<file path="src/qsdf_pkg.sv">
// Constants, register map and field layouts for the quad serial data queues.
// Assumes a single 10 MHz system clock and a plain strobe register port.
package qsdf_pkg;

  // Register byte offsets
  localparam logic [7:0] QSDF_OFS_CTRL = 8'h00;
  localparam logic [7:0] QSDF_OFS_THR = 8'h04;
  localparam logic [7:0] QSDF_OFS_INTSTAT = 8'h08;
  localparam logic [7:0] QSDF_OFS_TX_WORD = 8'h0c;
  localparam logic [7:0] QSDF_OFS_RX_WORD = 8'h10;
  localparam logic [7:0] QSDF_OFS_STAT1 = 8'h14;
  localparam logic [7:0] QSDF_OFS_STAT2 = 8'h18;

  // Control register fields
  localparam int QSDF_CTRL_XFER_EN = 0;
  localparam int QSDF_CTRL_ERR_CLR = 1;
  localparam int QSDF_THR_W = 5;

  // Interrupt status bit positions
  localparam int QSDF_IF_TX_EMPTY = 0;
  localparam int QSDF_IF_TX_FULL = 1;
  localparam int QSDF_IF_RX_EMPTY = 3;
  localparam int QSDF_IF_RX_FULL = 4;
  localparam int QSDF_IF_RX_THR = 5;
  localparam logic [7:0] QSDF_IF_RESET = 8'h29;
  localparam logic [7:0] QSDF_IF_MASK = 8'h3b;

  // Queue geometry and serial framing
  localparam int QSDF_DEPTH = 8;
  localparam int QSDF_WORD_W = 32;
  localparam int QSDF_LINES = 4;
  localparam int QSDF_NIBBLES = QSDF_WORD_W / QSDF_LINES;
  localparam int QSDF_BYTES_PER_WORD = 4;

  localparam logic [31:0] QSDF_WORD_RESET = 32'h00000000;

  // Queue level status layout
  typedef struct packed {
    logic [7:0] pad_hi;
    logic [7:0] tx_free_slots;
    logic [7:0] pad_mid;
    logic [7:0] rx_word_count;
  } qsdf_stat1_t;

  // Line and error status layout
  typedef struct packed {
    logic [24:0] pad_hi;
    logic [3:0] data_lines;
    logic pad_lo;
    logic rx_underflow;
    logic tx_overflow;
  } qsdf_stat2_t;

endpackage

</file>
<file path="src/qsdf_top.sv">
// Transmit and receive queues, status registers and shift register of the
// quad serial interface data path.
// Assumes a 10 MHz CLOCK, a strobe register port and a free link clock pin.
//
// Design decisions made here: strobed register access and the register offsets.
`timescale 1ns/1ps
`default_nettype none
module qsdf_top
  import qsdf_pkg::*;
#(
  parameter int DEPTH = QSDF_DEPTH
) (
  input wire logic CLOCK,
  input wire logic RSTN,
  input wire logic [7:0] ADDR,
  input wire logic [31:0] WDATA,
  input wire logic WR,
  input wire logic RD,
  output logic [31:0] RDATA,
  input wire logic LINK_CLK,
  input wire logic [3:0] DATA_IN,
  output logic [3:0] DATA_OUT,
  output logic DATA_OE,
  output logic BUSY
);
  localparam int CW = $clog2(DEPTH + 1);

  typedef enum logic [1:0] {QSDF_IDLE, QSDF_SHIFT, QSDF_DONE} qsdf_state_t;

  qsdf_state_t state_q;
  logic xfer_en_q;
  logic [QSDF_THR_W-1:0] rx_threshold_level_q;
  logic [7:0] flags_q;
  logic boot_hold_q;
  logic [31:0] tx_word_q;
  logic [31:0] serial_shift_reg_q;
  logic [2:0] nib_q;
  logic rx_underflow_q;
  logic tx_overflow_q;
  logic [31:0] rdata_q;
  logic [2:0] lclk_s;
  logic [3:0] din_s1;
  logic [3:0] din_s2;
  logic lclk_rise;

  logic tx_push, tx_pop, tx_full, tx_empty;
  logic rx_push, rx_pop, rx_full, rx_empty;
  logic [31:0] tx_head, rx_head;
  logic [CW-1:0] tx_cnt, rx_cnt;
  logic wr_tx, rd_rx, wr_int, wr_ctrl;
  logic rx_thr_hit, start_xfer;
  logic [7:0] flag_set;
  logic [7:0] flags_view;
  logic [9:0] rx_bytes;
  qsdf_stat1_t stat1;
  qsdf_stat2_t stat2;

  // Decoded register strobes
  assign wr_tx = WR && ADDR == QSDF_OFS_TX_WORD;
  assign wr_int = WR && ADDR == QSDF_OFS_INTSTAT;
  assign wr_ctrl = WR && ADDR == QSDF_OFS_CTRL;
  assign rd_rx = RD && ADDR == QSDF_OFS_RX_WORD;

  assign tx_push = wr_tx;
  assign rx_pop = rd_rx;

  // Transmit queue, up to eight command words
  qsdf_fifo #(.WIDTH(QSDF_WORD_W), .DEPTH(DEPTH)) u_txq (
    .clk(CLOCK),
    .rst_n(RSTN),
    .push(tx_push),
    .din(WDATA),
    .pop(tx_pop),
    .dout(tx_head),
    .full(tx_full),
    .empty(tx_empty),
    .count(tx_cnt)
  );

  // Receive queue, eight words deep
  qsdf_fifo #(.WIDTH(QSDF_WORD_W), .DEPTH(DEPTH)) u_rxq (
    .clk(CLOCK),
    .rst_n(RSTN),
    .push(rx_push),
    .din(serial_shift_reg_q),
    .pop(rx_pop),
    .dout(rx_head),
    .full(rx_full),
    .empty(rx_empty),
    .count(rx_cnt)
  );

  // Link clock crosses in through three flops, the data lines through two
  always_ff @(posedge CLOCK or negedge RSTN) begin
    if (!RSTN) begin
      lclk_s <= '0;
      din_s1 <= '0;
      din_s2 <= '0;
    end else begin
      lclk_s <= {lclk_s[1:0], LINK_CLK};
      din_s1 <= DATA_IN;
      din_s2 <= din_s1;
    end
  end
  // Edge found between the second and third stages, never the first
  assign lclk_rise = lclk_s[1] && !lclk_s[2];

  // Software control: transfer enable and self-clearing error clear
  always_ff @(posedge CLOCK or negedge RSTN) begin
    if (!RSTN) begin
      xfer_en_q <= 1'b0;
    end else if (wr_ctrl) begin
      xfer_en_q <= WDATA[QSDF_CTRL_XFER_EN];
    end
  end

  // Threshold resets to zero, as in boot operation
  always_ff @(posedge CLOCK or negedge RSTN) begin
    if (!RSTN) begin
      rx_threshold_level_q <= '0;
    end else if (WR && ADDR == QSDF_OFS_THR) begin
      rx_threshold_level_q <= WDATA[QSDF_THR_W-1:0];
    end
  end

  // Last word written to the transmit register, for read-back
  always_ff @(posedge CLOCK or negedge RSTN) begin
    if (!RSTN) begin
      tx_word_q <= QSDF_WORD_RESET;
    end else if (wr_tx) begin
      tx_word_q <= WDATA;
    end
  end

  // load oldest word when a transfer may begin
  assign start_xfer = (state_q == QSDF_IDLE) && xfer_en_q && !tx_empty;
  assign tx_pop = start_xfer;
  // completed word goes to the receive queue; dropped if it is full
  assign rx_push = (state_q == QSDF_DONE);

  // Transfer sequencer: one nibble per rising link clock edge
  always_ff @(posedge CLOCK or negedge RSTN) begin
    if (!RSTN) begin
      state_q <= QSDF_IDLE;
      nib_q <= '0;
    end else begin
      unique case (state_q)
        QSDF_IDLE: begin
          nib_q <= '0;
          if (start_xfer) begin
            state_q <= QSDF_SHIFT;
          end
        end
        QSDF_SHIFT: begin
          if (lclk_rise) begin
            nib_q <= nib_q + 1'b1;
            if (nib_q == 3'(QSDF_NIBBLES - 1)) begin
              state_q <= QSDF_DONE;
            end
          end
        end
        QSDF_DONE: begin
          state_q <= QSDF_IDLE;
        end
      endcase
    end
  end

  // Shift register: sample lines in, top nibble drives out
  always_ff @(posedge CLOCK or negedge RSTN) begin
    if (!RSTN) begin
      serial_shift_reg_q <= QSDF_WORD_RESET;
    end else if (start_xfer) begin
      serial_shift_reg_q <= tx_head;
    end else if (state_q == QSDF_SHIFT && lclk_rise) begin
      serial_shift_reg_q <= {serial_shift_reg_q[27:0], din_s2};
    end
  end

  // Output nibble comes straight from the shift register flops
  assign DATA_OUT = serial_shift_reg_q[31:28];
  assign DATA_OE = (state_q == QSDF_SHIFT);
  assign BUSY = (state_q != QSDF_IDLE);

  // sticky errors; a new event beats the clear
  always_ff @(posedge CLOCK or negedge RSTN) begin
    if (!RSTN) begin
      rx_underflow_q <= 1'b0;
      tx_overflow_q <= 1'b0;
    end else begin
      rx_underflow_q <= (rd_rx && rx_empty) ||
                        (rx_underflow_q && !(wr_ctrl && WDATA[QSDF_CTRL_ERR_CLR]));
      tx_overflow_q <= (wr_tx && tx_full) ||
                       (tx_overflow_q && !(wr_ctrl && WDATA[QSDF_CTRL_ERR_CLR]));
    end
  end

  // threshold counts bytes; 10 bits hold eight words of four bytes
  assign rx_bytes = 10'(rx_cnt) * 10'(QSDF_BYTES_PER_WORD);
  assign rx_thr_hit = rx_bytes >= 10'(rx_threshold_level_q);

  // Hardware conditions that set the interrupt status flags
  always_comb begin
    flag_set = '0;
    flag_set[QSDF_IF_TX_EMPTY] = tx_empty;
    flag_set[QSDF_IF_TX_FULL] = tx_full;
    flag_set[QSDF_IF_RX_EMPTY] = rx_empty;
    flag_set[QSDF_IF_RX_FULL] = rx_full;
    flag_set[QSDF_IF_RX_THR] = rx_thr_hit;
  end

  // write-one-to-clear with set winning over the clear
  always_ff @(posedge CLOCK or negedge RSTN) begin
    if (!RSTN) begin
      flags_q <= QSDF_IF_RESET;
    end else begin
      flags_q <= (flag_set | (flags_q & ~(wr_int ? WDATA[7:0] : 8'h00))) & QSDF_IF_MASK;
    end
  end

  // threshold flag held high until the first bus read
  always_ff @(posedge CLOCK or negedge RSTN) begin
    if (!RSTN) begin
      boot_hold_q <= 1'b1;
    end else if (RD) begin
      boot_hold_q <= 1'b0;
    end
  end

  // transmit flags show the live queue state; the stored bits lag a cycle
  always_comb begin
    flags_view = flags_q;
    flags_view[QSDF_IF_TX_EMPTY] = tx_empty;
    flags_view[QSDF_IF_TX_FULL] = tx_full;
    flags_view[QSDF_IF_RX_THR] = flags_q[QSDF_IF_RX_THR] | boot_hold_q;
  end

  assign stat1 = '{pad_hi: 8'h00, tx_free_slots: 8'(DEPTH) - 8'(tx_cnt),
                   pad_mid: 8'h00, rx_word_count: 8'(rx_cnt)};

  // line presence and errors, other bits zero
  assign stat2 = '{pad_hi: 25'h0000000, data_lines: din_s2, pad_lo: 1'b0,
                   rx_underflow: rx_underflow_q, tx_overflow: tx_overflow_q};

  // Read data stands one cycle after the strobe and is zero otherwise
  always_ff @(posedge CLOCK or negedge RSTN) begin
    if (!RSTN) begin
      rdata_q <= '0;
    end else if (!RD) begin
      rdata_q <= '0;
    end else begin
      unique case (ADDR)
        QSDF_OFS_CTRL: rdata_q <= {31'h00000000, xfer_en_q};
        QSDF_OFS_THR: rdata_q <= {27'h0000000, rx_threshold_level_q};
        QSDF_OFS_INTSTAT: rdata_q <= {24'h000000, flags_view};
        QSDF_OFS_TX_WORD: rdata_q <= tx_word_q;
        QSDF_OFS_RX_WORD: rdata_q <= rx_empty ? QSDF_WORD_RESET : rx_head;
        QSDF_OFS_STAT1: rdata_q <= stat1;
        QSDF_OFS_STAT2: rdata_q <= stat2;
        default: rdata_q <= '0;
      endcase
    end
  end
  assign RDATA = rdata_q;
endmodule
`default_nettype wire

</file>
<file path="src/qsdf_fifo.sv">
// Word queue built from flip-flops, indexed by read and write pointers.
// Assumes the owner never relies on a push or pop that the flags refuse.
`timescale 1ns/1ps
`default_nettype none
module qsdf_fifo #(
  parameter int WIDTH = 32,
  parameter int DEPTH = 8,
  parameter int CW = $clog2(DEPTH + 1)
) (
  input wire logic clk,
  input wire logic rst_n,
  input wire logic push,
  input wire logic [WIDTH-1:0] din,
  input wire logic pop,
  output logic [WIDTH-1:0] dout,
  output logic full,
  output logic empty,
  output logic [CW-1:0] count
);
  localparam int AW = (DEPTH > 1) ? $clog2(DEPTH) : 1;
  localparam logic [CW-1:0] DEPTH_C = CW'(DEPTH);
  localparam logic [AW-1:0] LAST_C = AW'(DEPTH - 1);

  logic [WIDTH-1:0] mem_q [DEPTH];
  logic [AW-1:0] wr_q;
  logic [AW-1:0] rd_q;
  logic [CW-1:0] count_q;
  logic do_push;
  logic do_pop;

  // Refused pushes and pops leave the pointers alone
  assign do_push = push && (count_q != DEPTH_C);
  assign do_pop = pop && (count_q != '0);
  assign full = (count_q == DEPTH_C);
  assign empty = (count_q == '0);
  assign count = count_q;
  assign dout = mem_q[rd_q];

  // One storage word per entry
  for (genvar i = 0; i < DEPTH; i++) begin : g_entry
    always_ff @(posedge clk or negedge rst_n) begin
      if (!rst_n) begin
        mem_q[i] <= '0;
      end else if (do_push && wr_q == AW'(i)) begin
        mem_q[i] <= din;
      end
    end
  end

  // Pointers wrap at the configured depth, which need not be a power of two
  always_ff @(posedge clk or negedge rst_n) begin
    if (!rst_n) begin
      wr_q <= '0;
      rd_q <= '0;
    end else begin
      if (do_push) begin
        wr_q <= (wr_q == LAST_C) ? '0 : wr_q + 1'b1;
      end
      if (do_pop) begin
        rd_q <= (rd_q == LAST_C) ? '0 : rd_q + 1'b1;
      end
    end
  end

  // Fill level
  always_ff @(posedge clk or negedge rst_n) begin
    if (!rst_n) begin
      count_q <= '0;
    end else if (do_push && !do_pop) begin
      count_q <= count_q + 1'b1;
    end else if (do_pop && !do_push) begin
      count_q <= count_q - 1'b1;
    end
  end
endmodule
`default_nettype wire

</file>
<file path="config.mk">
export PLATFORM = sky130hd
export DESIGN_NAME = qsdf_top
export DESIGN_NICKNAME = d
export VERILOG_FILES = /design/src/qsdf_pkg.sv /design/src/qsdf_top.sv /design/src/qsdf_fifo.sv
export SDC_FILE = /design/constraint.sdc
export NUM_CORES = 1
export LEC_CHECK = 0
export ABC_AREA = 1
export ABC_CLOCK_PERIOD_IN_PS = 5000
export BUFFER_PORTS_ARGS = -buffer_cell sky130_fd_sc_hd__buf_4
export CORE_MARGIN = 2
export CORE_UTILIZATION = 55
export CTS_BUF_LIST = sky130_fd_sc_hd__clkbuf_4
export CTS_CLUSTER_DIAMETER = 50
export DETAILED_ROUTE_END_ITERATION = 7
export PLACE_DENSITY = 0.79
export SLEW_MARGIN = 20
export SYNTH_ARGS = -nofsm -noshare
export SYNTH_HDL_FRONTEND = slang
export SYNTH_SLANG_ARGS = --single-unit
export TNS_END_PERCENT = 5
</file>
<file path="constraint.sdc">
create_clock -name CLOCK -period 5 [get_ports CLOCK]
set_clock_uncertainty 0.2 [all_clocks]
set_input_delay 0.25 -clock CLOCK [delete_from_list [all_inputs] [get_ports CLOCK]]
set_output_delay 0.25 -clock CLOCK [all_outputs]
set_load 0.1 [all_outputs]
</file>
==> results.toml <==
[floorplan]
die_y_um = 237
fp.dieW_um = 237
io_pins = 87
dieArea_um2 = 56300
row_count = 85
start_util = 0.556
coreArea_um2 = 53800

[setup_path]
cp_num_buf_inv = 8
rr_endpoint = "u_rxq.count[3]$_DFFE_PN0P_"
worstRegToRegCells = 14
cp_slowest_stage_delay_ns = 0.95
critPathTopFamily = "buffers and inverters"
cp-end-kind = "register"
cp.arrival_ns = 5.09
required_ns = 5.70
crit_fanout = 30
r2r-start = "u_rxq.count[0]$_DFFE_PN0P_"
crit_end = "tx_word_q[15]$_DFFE_PN0P_"
path_cells = "dlygate4sd3_1 > buf_4 > dlygate4sd3_1 > inv_2 > nand2_2 > dlygate4sd3_1 > nor2_4 > dlygate4sd3_1 > nand2_1 > inv_2 > nand2_1 > buf_4 > nand2_1 > nand2_1"
start_kind = "primary input"
critical_path_class = "primary input to register"
slowest_stage = "dlygate4sd3_1"
startpoint = "ADDR[7]"
path_depth = 14
r2r_slack_ns = 1.64

[synthesis]
ys_ff_latch = 656
synth_fp_nets = 3726
yosysWarnings = 0
synth_cells = 3644
seq_area_frac_synth = 0.549
synth.distinct_cells = 34
synth.cell_area_um2 = 29900
synth_area_per_cell_um2 = 8.21

[clock_network]
h-tree-depth = 4
root_buffer = "clkbuf_4"
cts_setup_buffers = 0
cts_tree = "done"
clk-insertion-delay-late_ns = 1.03
clock_path_buffers = 3
clkSinkCount = 656
cts_resized = 0
holdBufCountCts = 97
clkTransAtPathRegs_ns = 0.07
cts_buffers = 165

[global_routing]
grt_pass1_wl_um = 132000
overflow = 0
antenna_found_initial = 3
grt_usage = 0.294
first_global_vias = 25000
grt_max_degree = 153

[job]
drv_cap = 0

[detailed_routing]
via_per_inst = 5.63
drt_iter0_markers = 2819
drc = 0
routedWlPerCell_um = 17.7
drtPass1Iterations = 6
antenna_left = 0
vias = 25800
wl_um = 80900

[pwr]
pwr-share-seq = 0.449
p_total_w = 0.0145
p_int_w = 0.00946
ir_drop_v = 0.000264
power.switching_w = 0.00502
leakage_nw = 16.5
sw_frac_of_total = 0.347
p_clk_frac = 0.312
p_comb_frac = 0.239
power_per_cell_area_nw_per_um2 = 429

[worst_hold_path]
hold_class = "primary input to register"
min_path_cells = 7

[timing]
slew_violations = 0
whs_ns = 0.0948
timing.fmax_mhz = 228
setup_ws_ns = 0.610
worst_pin_slew_ns = 1.05
period_minus_slack_ns = 4.39
finalHoldViolations = 0
rsz0062_at_grt = "no"
max_slew_margin = 0.300
period_share = 0.878
setup-tns-final_ns = 0
setup_violations = 0

[place]
preCtsSetupSlack_ns = 1.60
place.gp.congestion = 0.874
io_buffers = 86
hpwl_um = 46600

[outcome]
outcome = "complete, no violations"

[cells_and_area]
syn_to_final_growth_pct = 12.9
fillerInstances = 4589
drive_gt1_frac = 0.111
nets = 3851
==> cell type report <==
| cell class | count | area, um2 | share of cell area |
|---|---|---|---|
| antenna | 6 | 15.0 | 0.000444 |
| clock buffer | 244 | 1830 | 0.0542 |
| clock inverter | 37 | 226 | 0.00670 |
| inverter | 220 | 826 | 0.0244 |
| multi-input combinational | 2500 | 11600 | 0.342 |
| sequential | 656 | 16400 | 0.486 |
| tap | 696 | 871 | 0.0258 |
| timing repair buffer | 226 | 2030 | 0.0601 |
==> stage by stage <==
stage | instance area (um2) | utilization | instances
6_report | 33800 | 0.628 | 4585
5_1_grt | 33800 | 0.628 | 4585
4_1_cts | 33800 | 0.628 | 4579
3_5_place_dp | 30700 | 0.571 | 4201
3_3_place_gp | 30700 | 0.571 | 4201
2_1_floorplan | 29900 | - | 3644
==> worst min path at each step <==
stage                   startpoint               endpoint  slack (ns)
2_1_floorplan                 RSTN     RDATA[0]$_DFF_PN0_       -0.25
3_3_place_gp   din_s1[0]$_DFF_PN0_    din_s2[0]$_DFF_PN0_        0.13
3_5_place_dp   lclk_s[0]$_DFF_PN0_    lclk_s[1]$_DFF_PN0_        0.13
4_1_cts                    ADDR[2]  xfer_en_q$_DFFE_PN0N_       0.004
5_1_grt                    ADDR[3]  xfer_en_q$_DFFE_PN0N_        0.11
6_report                   ADDR[2]  xfer_en_q$_DFFE_PN0N_        0.09
==> Yosys cell counts, drive strengths merged <==
cell / instances / share of area
nand2: 1036 / 0.13
o21ai: 709 / 0.12
dfrtp: 653 / 0.55
nor2: 286 / 0.039
nand3: 223 / 0.038
inv: 217 / 0.027
clkbuf: 174 / 0.022
a21oi: 105 / 0.018
buf: 94 / 0.017
o211ai: 86 / 0.022
ha: 31 / 0.013
nand4: 7 / 0.0020
mux2: 5 / 0.0019
xnor2: 4 / 0.0012
clkinv: 3 / 0.00038
dfstp: 3 / 0.0026
fa: 2 / 0.0013
xor2: 2 / 0.00059
and2: 1 / 0.00021
o2bb2ai: 1 / 0.00029
o31ai: 1 / 0.00025
or2: 1 / 0.00021
==> worst min-delay path, cell delays in order <==
cell and delay (ns):
dlygate4sd3_1 0.53, buf_4 0.12, inv_1 0.06, nand2_1 0.07
nor2_1 0.08, nand3_1 0.11, o21ai_0 0.08
==> registers in the layout (all words and copies together) (netlist names), 4 cells and up <==
name,flops
rx_threshold_level_q,5
u_txq.count,4
tx_word_q,32
u_rxq.count,4
u_rxq.mem_q,256
serial_shift_reg_q,32
u_txq.mem_q,256
RDATA,32
din_s2,4
din_s1,4
==> cells in the final DEF, fill, tap and decap left out, types with 4 or more instances in the layout <==
cell type	n
o21ai_1	38
nor2_1	275
clkinv_2	4
mux2_2	5
nand2_2	4
clkbuf_4	244
a21oi_1	105
nand3_2	7
xnor2_1	4
dlygate4sd3_1	96
ha_1	31
nand4_1	6
o21ai_0	671
nand2_1	1032
inv_1	208
o211ai_1	86
buf_12	5
clkinv_1	27
nor2_4	7
diode_2	6
buf_4	122
nand3_1	216
inv_2	14
dfrtp_1	649
==> kinds of logic (layout without fill, tap and decap cells) <==
family / Yosys count / count (layout) / synth area share
simple gates: 1554 / 1554 / 0.209
compound gates: 902 / 902 / 0.158
flops: 656 / 656 / 0.549
buf+inv: 488 / 727 / 0.0661
fa+ha+maj: 33 / 33 / 0.0143
xor+xnor: 6 / 6 / 0.00176
mux: 5 / 5 / 0.00188
other cells: 0 / 6 / 0
==> routing by layer <==
metal  GRT usage  vias to the layer above  routed length (um)
met4       0.115                        0                2210
li1            -                    12200                   -
met2       0.464                     1117               38000
met5           0                        -                   0
met1       0.399                    12300               34300
met3      0.0671                      170                6360
==> power by group through the flow <==
stage	Clock, W	Combinational (W)	Sequential [W]
floorplan	0	0.00247	0.00642
global placement	0	0.00328	0.00654
detailed placement	0	0.00334	0.00657
CTS	0.00459	0.00341	0.00648
global route	0.00488	0.00390	0.00658
finish	0.00452	0.00346	0.00650
No activity file was read; power rests on OpenSTA's default activity.
